==> src/rtl/qah_pkg.sv <==
// Package for the quad converter host read glue: timing constants, widths and the word and pin types
package qah_pkg;
    // ------------------------------------------------------------
    // Timing
    // ------------------------------------------------------------
    localparam int CLK_PERIOD_NS = 10;
    localparam int START_LOW_NS = 100;      // Start pulse width, plain default
    localparam int START_LOW_CYC = (START_LOW_NS + CLK_PERIOD_NS - 1) / CLK_PERIOD_NS;
    localparam int READ_LOW_NS = 100;       // Base read strobe width
    localparam int READ_LOW_CYC = (READ_LOW_NS + CLK_PERIOD_NS - 1) / CLK_PERIOD_NS;
    localparam int WAIT_CYC = 1;            // One extra wait state per read
    localparam int READ_GAP_NS = 100;       // Recovery between reads
    localparam int READ_GAP_CYC = (READ_GAP_NS + CLK_PERIOD_NS - 1) / CLK_PERIOD_NS;
    localparam int CONV_DELAY_US = 40;      // Software delay alternative to interrupt
    localparam int CONV_DELAY_CYC = CONV_DELAY_US * 1000 / CLK_PERIOD_NS;
    localparam int DATA_W = 12;
    localparam int CHAN_N = 4;
    localparam int CHAN_W = 2;
    localparam int CNT_W = 16;

    // Tagged result word leaving the host
    typedef struct packed {
        logic [CHAN_W-1:0] chan;
        logic [DATA_W-1:0] data;
    } qah_word_s;

    // Pins toward the converter
    typedef struct packed {
        logic convStartN;
        logic chipSelN;
        logic readN;
    } qah_pins_s;
endpackage : qah_pkg

==> src/rtl/qah_host.sv <==
// Host controller that starts a four-channel conversion and reads back the results
`timescale 1ns/1ps
`default_nettype none
module qah_host
    import qah_pkg::*;
#(
    parameter int CONV_WAIT = CONV_DELAY_CYC,
    parameter int EXTRA_WAIT = WAIT_CYC
) (
    input wire logic sys_clk,
    input wire logic srst,
    input wire logic startReq,
    input wire logic useDelay,
    input wire logic convDoneN,
    input wire logic [DATA_W-1:0] adcData,
    output logic convStartN,
    output logic chipSelN,
    output logic readN,
    output logic dataAckN,
    output logic busy,
    output logic wordValid,
    input wire logic wordReady,
    output logic [CHAN_W-1:0] wordChan,
    output logic [DATA_W-1:0] wordData
);
    // ------------------------------------------------------------
    // Pin synchronisers
    // ------------------------------------------------------------
    logic [2:0] doneSync_r;
    logic doneLow;          // Agreed completion level
    logic doneLow_r;

    // Three stages; a change counts once stages two and three agree
    always_ff @(posedge sys_clk) begin
        if (srst) begin
            doneSync_r <= 3'h7;
            doneLow_r <= 1'b0;
        end else begin
            doneSync_r <= {doneSync_r[1:0], convDoneN};
            doneLow_r <= doneLow;
        end
    end
    assign doneLow = (doneSync_r[2:1] == 2'h0) ? 1'b1 :
                     (doneSync_r[2:1] == 2'h3) ? 1'b0 : doneLow_r;

    // Data bus crosses in through the same three stages. The read strobe stands
    // far longer than the three edges the stages need to agree; a strobe shorter
    // than that would hand over a stale word.
    logic [DATA_W-1:0] adcSync_r [3];
    logic [DATA_W-1:0] adcLevel;    // Agreed data bus value
    logic [DATA_W-1:0] adcLevel_r;

    // Shift the bus in and hold the last agreed value
    always_ff @(posedge sys_clk) begin
        if (srst) begin
            for (int i = 0; i < 3; i++) begin
                adcSync_r[i] <= '0;
            end
            adcLevel_r <= '0;
        end else begin
            adcSync_r[0] <= adcData;
            adcSync_r[1] <= adcSync_r[0];
            adcSync_r[2] <= adcSync_r[1];
            adcLevel_r <= adcLevel;
        end
    end
    assign adcLevel = (adcSync_r[2] == adcSync_r[1]) ? adcSync_r[2] : adcLevel_r;

    // ------------------------------------------------------------
    // Sequencer
    // ------------------------------------------------------------
    typedef enum logic [2:0] {
        ST_IDLE, ST_START, ST_CONV, ST_RDLOW, ST_RDWAIT, ST_PUSH, ST_GAP
    } qah_state_e;

    qah_state_e state_r;
    qah_state_e state_nxt;
    logic [CNT_W-1:0] cnt_r;
    logic [CNT_W-1:0] cnt_nxt;
    logic [CHAN_W-1:0] chan_r;
    logic [CHAN_W-1:0] chan_nxt;
    logic [DATA_W-1:0] sample_r;
    logic [DATA_W-1:0] sample_nxt;
    qah_pins_s pins_r;
    qah_pins_s pins_nxt;
    logic busy_r;
    logic busy_nxt;
    logic pushValid;
    logic pushReady;
    qah_word_s pushWord;
    qah_word_s outWord;
    logic outValid;

    // Width-cast helper for loading the down-counter
    function automatic logic [CNT_W-1:0] cycles(input int n);
        cycles = CNT_W'(n);
    endfunction : cycles

    assign pushValid = (state_r == ST_PUSH);
    assign pushWord = '{chan: chan_r, data: sample_r};

    // Next state: start pulse, wait for completion, four paced reads
    always_comb begin
        state_nxt = state_r;
        cnt_nxt = cnt_r;
        chan_nxt = chan_r;
        sample_nxt = sample_r;
        pins_nxt = pins_r;
        busy_nxt = busy_r;
        unique case (state_r)
            ST_IDLE: begin
                if (startReq) begin
                    pins_nxt.convStartN = 1'b0;
                    cnt_nxt = cycles(START_LOW_CYC);
                    busy_nxt = 1'b1;
                    state_nxt = ST_START;
                end
            end
            ST_START: begin
                if (cnt_r <= 1) begin
                    pins_nxt.convStartN = 1'b1;
                    chan_nxt = '0;
                    cnt_nxt = cycles(CONV_WAIT);
                    state_nxt = ST_CONV;
                end else begin
                    cnt_nxt = cnt_r - 1'b1;
                end
            end
            ST_CONV: begin
                // No read is issued until completion or the delay ends
                if ((!useDelay && doneLow) || (useDelay && cnt_r <= 1)) begin
                    pins_nxt.chipSelN = 1'b0;
                    pins_nxt.readN = 1'b0;
                    cnt_nxt = cycles(READ_LOW_CYC);
                    state_nxt = ST_RDLOW;
                end else if (cnt_r != 0) begin
                    cnt_nxt = cnt_r - 1'b1;
                end
            end
            ST_RDLOW: begin
                if (cnt_r <= 1) begin
                    cnt_nxt = cycles(EXTRA_WAIT);
                    state_nxt = ST_RDWAIT;
                end else begin
                    cnt_nxt = cnt_r - 1'b1;
                end
            end
            ST_RDWAIT: begin
                if (cnt_r <= 1) begin
                    sample_nxt = adcLevel;
                    pins_nxt.readN = 1'b1;
                    pins_nxt.chipSelN = 1'b1;
                    state_nxt = ST_PUSH;
                end else begin
                    cnt_nxt = cnt_r - 1'b1;
                end
            end
            ST_PUSH: begin
                // Stall here while the buffer is full so no word is lost
                if (pushReady) begin
                    chan_nxt = chan_r + 1'b1;
                    cnt_nxt = cycles(READ_GAP_CYC);
                    state_nxt = ST_GAP;
                end
            end
            ST_GAP: begin
                if (cnt_r > 1) begin
                    cnt_nxt = cnt_r - 1'b1;
                end else if (chan_r == '0) begin
                    busy_nxt = 1'b0;                    // Four reads done
                    state_nxt = ST_IDLE;
                end else begin
                    pins_nxt.chipSelN = 1'b0;
                    pins_nxt.readN = 1'b0;
                    cnt_nxt = cycles(READ_LOW_CYC);
                    state_nxt = ST_RDLOW;
                end
            end
            default: begin
                state_nxt = ST_IDLE;                    // Unused code falls back to idle
            end
        endcase
    end

    // Register sequencer state
    always_ff @(posedge sys_clk) begin
        if (srst) begin
            state_r <= ST_IDLE;
            cnt_r <= '0;
            chan_r <= '0;
            sample_r <= '0;
            pins_r <= '{convStartN: 1'b1, chipSelN: 1'b1, readN: 1'b1};
            busy_r <= 1'b0;
        end else begin
            state_r <= state_nxt;
            cnt_r <= cnt_nxt;
            chan_r <= chan_nxt;
            sample_r <= sample_nxt;
            pins_r <= pins_nxt;
            busy_r <= busy_nxt;
        end
    end

    // ------------------------------------------------------------
    // Output buffer and pins
    // ------------------------------------------------------------
    qah_buf2 u_buf (
        .sys_clk(sys_clk),
        .srst(srst),
        .inValid(pushValid),
        .inReady(pushReady),
        .inWord(pushWord),
        .outValid(outValid),
        .outReady(wordReady),
        .outWord(outWord)
    );

    assign convStartN = pins_r.convStartN;
    assign chipSelN = pins_r.chipSelN;
    assign readN = pins_r.readN;
    assign dataAckN = pins_r.chipSelN;
    assign busy = busy_r;
    assign wordValid = outValid;
    assign wordChan = outWord.chan;
    assign wordData = outWord.data;
endmodule : qah_host
`default_nettype wire

==> src/rtl/qah_buf2.sv <==
// Two-entry valid/ready buffer for tagged result words
`timescale 1ns/1ps
`default_nettype none
module qah_buf2
    import qah_pkg::*;
#(
    parameter int DEPTH = 2
) (
    input wire logic sys_clk,
    input wire logic srst,
    input wire logic inValid,
    output logic inReady,
    input wire qah_word_s inWord,
    output logic outValid,
    input wire logic outReady,
    output qah_word_s outWord
);
    // ------------------------------------------------------------
    // Storage
    // ------------------------------------------------------------
    qah_word_s mem_r [DEPTH];
    qah_word_s mem_nxt [DEPTH];
    logic [1:0] cnt_r;
    logic [1:0] cnt_nxt;
    logic rdIdx_r;
    logic rdIdx_nxt;
    logic wrIdx_r;
    logic wrIdx_nxt;
    logic push;
    logic pop;

    assign inReady = (cnt_r != 2'h2);   // Honest full stalls the reader
    assign outValid = (cnt_r != 2'h0);
    assign outWord = mem_r[rdIdx_r];
    assign push = inValid && inReady;
    assign pop = outValid && outReady;

    // Next state of pointers and storage
    always_comb begin
        mem_nxt = mem_r;
        cnt_nxt = cnt_r;
        rdIdx_nxt = rdIdx_r;
        wrIdx_nxt = wrIdx_r;
        if (push) begin
            mem_nxt[wrIdx_r] = inWord;
            wrIdx_nxt = ~wrIdx_r;
        end
        if (pop) begin
            rdIdx_nxt = ~rdIdx_r;
        end
        if (push && !pop) begin
            cnt_nxt = cnt_r + 2'h1;
        end else if (pop && !push) begin
            cnt_nxt = cnt_r - 2'h1;
        end
    end

    // Register
    always_ff @(posedge sys_clk) begin
        if (srst) begin
            cnt_r <= 2'h0;
            rdIdx_r <= 1'b0;
            wrIdx_r <= 1'b0;
            for (int i = 0; i < DEPTH; i++) begin
                mem_r[i] <= '0;
            end
        end else begin
            cnt_r <= cnt_nxt;
            rdIdx_r <= rdIdx_nxt;
            wrIdx_r <= wrIdx_nxt;
            mem_r <= mem_nxt;
        end
    end
endmodule : qah_buf2
`default_nettype wire

==> config.mk <==
export PLATFORM = sky130hd
export DESIGN_NAME = qah_host
export DESIGN_NICKNAME = d
export VERILOG_FILES = /design/src/rtl/qah_pkg.sv /design/src/rtl/qah_host.sv /design/src/rtl/qah_buf2.sv
export SDC_FILE = /design/constraint.sdc
export NUM_CORES = 1
export LEC_CHECK = 0
export ABC_CLOCK_PERIOD_IN_PS = 2800
export BUFFER_PORTS_ARGS = -buffer_cell sky130_fd_sc_hd__buf_4
export CORE_MARGIN = 4
export CORE_UTILIZATION = 62
export CTS_BUF_LIST = sky130_fd_sc_hd__clkbuf_8
export CTS_CLUSTER_SIZE = 24
export DETAILED_ROUTE_END_ITERATION = 16
export GPL_ROUTABILITY_DRIVEN = 0
export HOLD_SLACK_MARGIN = 0.02
export PLACE_DENSITY = 0.79
export SKIP_LAST_GASP = 1
export SLEW_MARGIN = 20
export SYNTH_ARGS = -nofsm -noshare
export SYNTH_HDL_FRONTEND = slang
export SYNTH_SLANG_ARGS = --single-unit
export TNS_END_PERCENT = 50
==> constraint.sdc <==
create_clock -name sys_clk -period 2.8 [get_ports sys_clk]
set_clock_uncertainty 0.15 [all_clocks]
set_input_delay 0.56 -clock sys_clk [delete_from_list [all_inputs] [get_ports sys_clk]]
set_output_delay 0.56 -clock sys_clk [all_outputs]
set_load 0.005 [all_outputs]
Yosys cells after proc, flatten, opt, wreduce, memory -nomap -nowiden
Memories as Yosys holds them, arrays and structs flattened.
Cells that the tools add are included.

word-level totals
  flip-flop bits (word level) = 85
  latch bits = 0
  RAM bits = 36
  memory bits (read-only) = 0
  input bits = 18
  output and inout port bits = 20
  logic and storage cells = 136
  memories kept = 1

memory list
  memory     depth  bits a word  rd ports  clocked after Yosys merged registers in  wr ports  line            source
  adcSync_r  3      12           3         0                                        3         qah_host.sv:49  logic [DATA_W-1:0] adcSync_r [3];

cells by class
  $add $sub $neg = 4
  multipliers = 0
  divide/modulo/power cells = 0
  $lt $le $gt $ge = 5
  eq/ne operators = 21
  shift operators = 0
  multiplexer cells = 51
  bitwise logic cells = 7
  reduce and logical (&&, ||, !) cells = 29

operators by type and width
  kind                     count
  $mux W16                 9
  $pmux W16 S7             1
  $mux W14                 4
  $mux W12                 4
  $bwmux W28               1
  $ne A2 B2 Y1 const B     11
  $mux W3                  7
  $pmux W3 S7              1
  $mux W2                  9
  $gt A16 B1 Y1 const B    1
  $le A16 B1 Y1 const B    1
  $reduce_bool A16 Y1      1
  $sub A16 B1 Y16 const B  1
  $demux W14 S1            1
  $eq A12 B12 Y1           1
  $mux W1                  10
  $reduce_bool A2 Y1       5
  $eq A3 B3 Y1 const B     3
  $logic_and A1 B1 Y1      7
  $reduce_and A7 Y1        1
  $reduce_bool A7 Y1       1
  $eq A3 B2 Y1 const B     2
  $ne A3 B3 Y1 const B     2
  $pmux W2 S3              1
  21 further kinds         32

Longest topological paths before layout
  word-level depth = 7
  depth in mapped cells = 9
  gate-level depth less buffers = 8

By module
From an unflattened synthesis, not the netlist that was laid out.

unflattened totals
  cell total of the unflattened synthesis = 573
  area, all modules = 5398.9 µm²

modules (own cells, without submodules)
  module    times used  cells each  area each (µm²)  sequential area each (µm²)
  qah_host  1           411         3847.4           1761.7
  qah_buf2  1           162         1551.5           640.6

Worst setup path after synthesis
OpenSTA, ideal clock, no wires.

  kind = register to register
  start = register state_r[1]
  end = register u_buf.cnt_r[1]
  setup time = 0.070 ns
  arrival = 2.136 ns
  required time = 2.580 ns
  slack = 0.444 ns
  cell stages (with the launch flop) = 9
  buffers on the path = 2
  clock period less this slack = 2.356 ns
  path through = dfxtp_1 -> clkbuf_1 -> nor2b_1 -> nand3_1 -> inv_1 -> buf_1 -> ha_1 -> or3_1 -> a21oi_1

on the way
  word-level cells in the longest chain between the ends = 5
  elaborated cells on any way between the ends = 7
  classes of those cells = eq/ne (1); mux (1); reduce/logical (5)

ends and longest elaborated chain
  what                          line             source
  start: declaration            qah_host.sv:76   qah_state_e state_r;
  start signal: assignment      qah_host.sv:195  state_r <= state_nxt;
  $eq A3 B3 Y1 *                qah_host.sv:99   assign pushValid = (state_r == ST_PUSH);
  $logic_and A1 B1 Y1 *         qah_buf2.sv:35   assign push = inValid && inReady;
  net u_buf.push                qah_buf2.sv:29   logic push;
  $logic_not A1 Y1              qah_buf2.sv:53   end else if (pop && !push) begin
  $logic_and A1 B1 Y1           qah_buf2.sv:53
  $reduce_bool A2 Y1 (no line)  --
  end signal: assignment        qah_buf2.sv:68   cnt_r <= cnt_nxt;
  end: declaration              qah_buf2.sv:23   logic [1:0] cnt_r;

The timed path passes the listed nets; every way through them passes the cells marked *.
A chain may end at the register's enable or synchronous reset.

Final worst setup path
  start = register cnt_r[4]
  end = register cnt_r[15]

on the way
  word-level cells in the longest chain between the ends = 5
  elaborated cells on any way between the ends = 17
  classes of those cells = add/sub (1); order compare (2); eq/ne (3); mux (7); reduce/logical (4)

ends and longest elaborated chain
  what                                                                line             source
  start: declaration                                                  qah_host.sv:78   logic [CNT_W-1:0] cnt_r;
  start signal: assignment                                            qah_host.sv:196  cnt_r <= cnt_nxt;
  $le A16 B1 Y1                                                       --
  $logic_and A1 B1 Y1                                                 qah_host.sv:131  if ((!useDelay && doneLow) || (useDelay && cnt_r <= 1)) begin
  $logic_or A1 B1 Y1                                                  qah_host.sv:131
  $ne A3 B3 Y1 (no line) / $mux W16 (equally long branches)           --
  $reduce_and A6 Y1 (no line) / $pmux W16 S7 (equally long branches)  --

Parallel ways exist; a longest one is shown, timed or not. The select of a mux whose other input is x is not followed.

==> impl_metrics.toml <==
[setup_path]
crit_arrival_ns = 2.74
cpMaxStageDelayCell = "or4_1"
crit_chain = "or4_1 -> or4_4 -> nor3b_1 -> nor3b_1 -> a32oi_1 -> o21ai_1"
crit_path_start = "cnt_r[4]$_SDFFE_PP0P_"
max_stage_delay_ns = 0.70
critPathRequiredTime_ns = 2.96
r2r_start = "cnt_r[4]$_SDFFE_PP0P_"
crit_top_cell = "nor3b_1"
crit_type = "register to register"
setup.worst_path.end = "cnt_r[15]$_SDFFE_PP0P_"
crit_fanout = 8
cp-end-kind = "register"
cp-start-kind = "register"
rrSetupSlack_ns = 0.21
r2r_end = "cnt_r[15]$_SDFFE_PP0P_"
r2r_cells = 6

[pwr]
peakVddDrop_mv = 0.6607
switching_power_w = 0.002017
pwr-share-seq_pct = 37.3
cell_internal_pwr_w = 0.003385
powerDensity_nw_per_um2 = 914.8
pwr-share-clk_pct = 29.5
p_leak_nw = 2.394
swShare_pct = 37.34
comb_power_share_pct = 33.1

[worst_hold_path]
min_path_type = "input pin to register"

[die]
dieWidth_um = 98.68
die_area_um2 = 9737
num_rows = 32
initial_utilization_pct = 64.96
die_y_um = 98.68
ios = 38
core_area_um2 = 7848

[yosys]
yosys-top-cells-area = "dfxtp_1 (47%), nor2_1 (5.2%), mux2i_1 (5.1%)"
ys_seq_area_share_pct = 47.13
ys_async_sr_fraction_pct = 0
syn-num-nets = 576
syn_avg_cell_area_um2 = 9.201
synth_top_area_share_pct = 47.13
syn_inst = 554
synth_edf_count = 0
synth_top_cell_by_area = "dfxtp_1"
ys_ff_latch = 120
yosysWarnings = 0
yosys_most_used_dff = "dfxtp_1"
synthDistinctLibCells = 60
netlist_area_um2 = 5097

[drt]
drc = 0
initialDrtViolationCount = 221
wire_per_inst_um = 15.40
wl_um = 10890
via_per_inst = 5.843
ant_nets = 0
vias = 4131
first_pass_iters = 6

[placement]
placed_cells = 675
dpl_cell_area_um2 = 5479
port-buffer-count = 37
dp_hpwl_um = 7195

[grt]
grt_use_total_pct = 22.79
grt_pass1_wl_um = 18220
grt_max_degree = 73
antenna_found_initial = 0
grt_pass1_vias = 3864
gr-total-overflow = 0

[status]
status = "completed"

[clocking]
cts_hold_buf = 0
cts_tree = "done"
cts_inserted_buffers = 17
clockBufferDepth = 2
cts.sinks = 120
cts_resized = 0
post_cts_buffers = 0
cts.reportedPaths.clkPinSlew_ns = 0.08
clkLatencyLatePin_ns = 0.42
cts.htree.levels = 4
ctsRootBufferMaster = "clkbuf_8"

[sta]
setup_viol = 0
min_period_ns = 2.588
maxSlewViolCount = 0
tightest_slew_ns = 0.6972
setup_tns_ns = 0
max_freq_mhz = 386.5
slew_headroom_pct = 53.46
hold_viol = 0
holdWs_ns = 0.1710
rsz0062_at_grt = "no"
fin_crit_sh_pct = 92.42

[cells_and_area]
antenna_cells = 0
fin_cells = 707
fin_area_um2 = 5906
post-route-util_pct = 75.26
fin_nets = 614
drive_gt1_share_pct = 20.17
area_delta_synth_final_pct = 15.86

[flow_run]
cap_violations = 0
[state kept, by name, summed over array words and instances (netlist names), 2 cells and up]
signal       count
adcLevel_r      12
adcSync_r       36
chan_r           2
cnt_r           16
doneSync_r       3
sample_r        12
state_r          3
u_buf.cnt_r      2
u_buf.mem_r     28
[per-stage QoR]
step,power [W],setup WS (ns)
2_1_floorplan,0.003274,0.4439
3_3_place_gp,0.003704,0.2519
3_5_place_dp,0.003758,0.1299
4_1_cts,0.005348,0.1144
5_1_grt,0.005693,0.02607
6_report,0.005403,0.2123
[final cells by class]
type                            instances  area, µm²
Multi-Input combinational cell        386       2502
Sequential cell                       120       2402
Fill cell                             577       1942
Timing Repair Buffer                   53      410.4
Clock buffer                           17      234.0
Clock inverter                         15      176.4
Tap cell                              102      127.6
Inverter                               14      52.55
[Yosys cell counts, drive strengths merged (12+ instances only)]
| cell | instances |
|---|---|
| dfxtp | 120 |
| nor2 | 70 |
| nor2b | 40 |
| nand2 | 38 |
| a21oi | 28 |
| mux2i | 26 |
| clkbuf | 20 |
| nand3 | 19 |
| o21ai | 18 |
| a211oi | 16 |
| xor2 | 16 |
| buf | 14 |
| inv | 14 |
| mux2 | 14 |
| nor4 | 14 |
| nor3 | 12 |
[cell usage in the layout (no fill, tap or decap), types with 5 or more instances in the layout]
cell      count
dfxtp_1     120
nor2_1       70
buf_4        52
nor2b_1      40
nand2_1      38
a21oi_1      28
mux2i_1      26
nand3_1      18
clkbuf_8     17
o21ai_0      16
xor2_1       16
inv_1        14
mux2_2       14
nor4_1       12
nor3_1       11
a211oi_2      8
inv_6         8
a211oi_1      7
a31oi_1       6
a32oi_1       6
or2_2         5
[cell families after synthesis]
kind of cell / synth area share [%]
mux: 8.198
fa+ha+maj: 1.178
xor+xnor: 2.749
buf+inv: 4.099
flops: 47.13
compound gates: 13.89
simple gates: 22.75
[metal layers]
metal / share of wire (%) / vias to the layer above / global-route usage [%]
met5: 0 / - / 0
met4: 1.6 / 0 / 9.454
met3: 6.0 / 23 / 5.379
met2: 47 / 142 / 35.99
met1: 45 / 1931 / 30.09
li1: - / 2035 / -
[critical path, delay by kind of cell (launching register included)]
kind | cells | cell delay [ns]
flip-flops | 1 | 0.38
AO/OA/AOI/OAI | 2 | 0.28
AND/OR/NAND/NOR | 4 | 1.67
[worst min-delay path by stage]
stage                              from                        to  cells past startpoint
6_report                      convDoneN  doneSync_r[0]$_SDFF_PP1_                      2
3_3_place_gp   doneSync_r[0]$_SDFF_PP1_  doneSync_r[1]$_SDFF_PP1_                      1
5_1_grt                       convDoneN  doneSync_r[0]$_SDFF_PP1_                      2
3_5_place_dp   doneSync_r[0]$_SDFF_PP1_  doneSync_r[1]$_SDFF_PP1_                      1
2_1_floorplan  doneSync_r[0]$_SDFF_PP1_  doneSync_r[1]$_SDFF_PP1_                      1
4_1_cts                       convDoneN  doneSync_r[0]$_SDFF_PP1_                      2
[power by group through the flow]
stage / registers [W] / clock network [W] / logic (W)
final: 0.00202 / 0.00159 / 0.00179
after global placement: 0.00204 / 0 / 0.00166
after detailed placement: 0.00205 / 0 / 0.00171
after global routing: 0.00204 / 0.00170 / 0.00196
after floorplan: 0.00197 / 0 / 0.00130
after CTS: 0.00201 / 0.00162 / 0.00172
No activity file was read; power rests on OpenSTA's default activity.
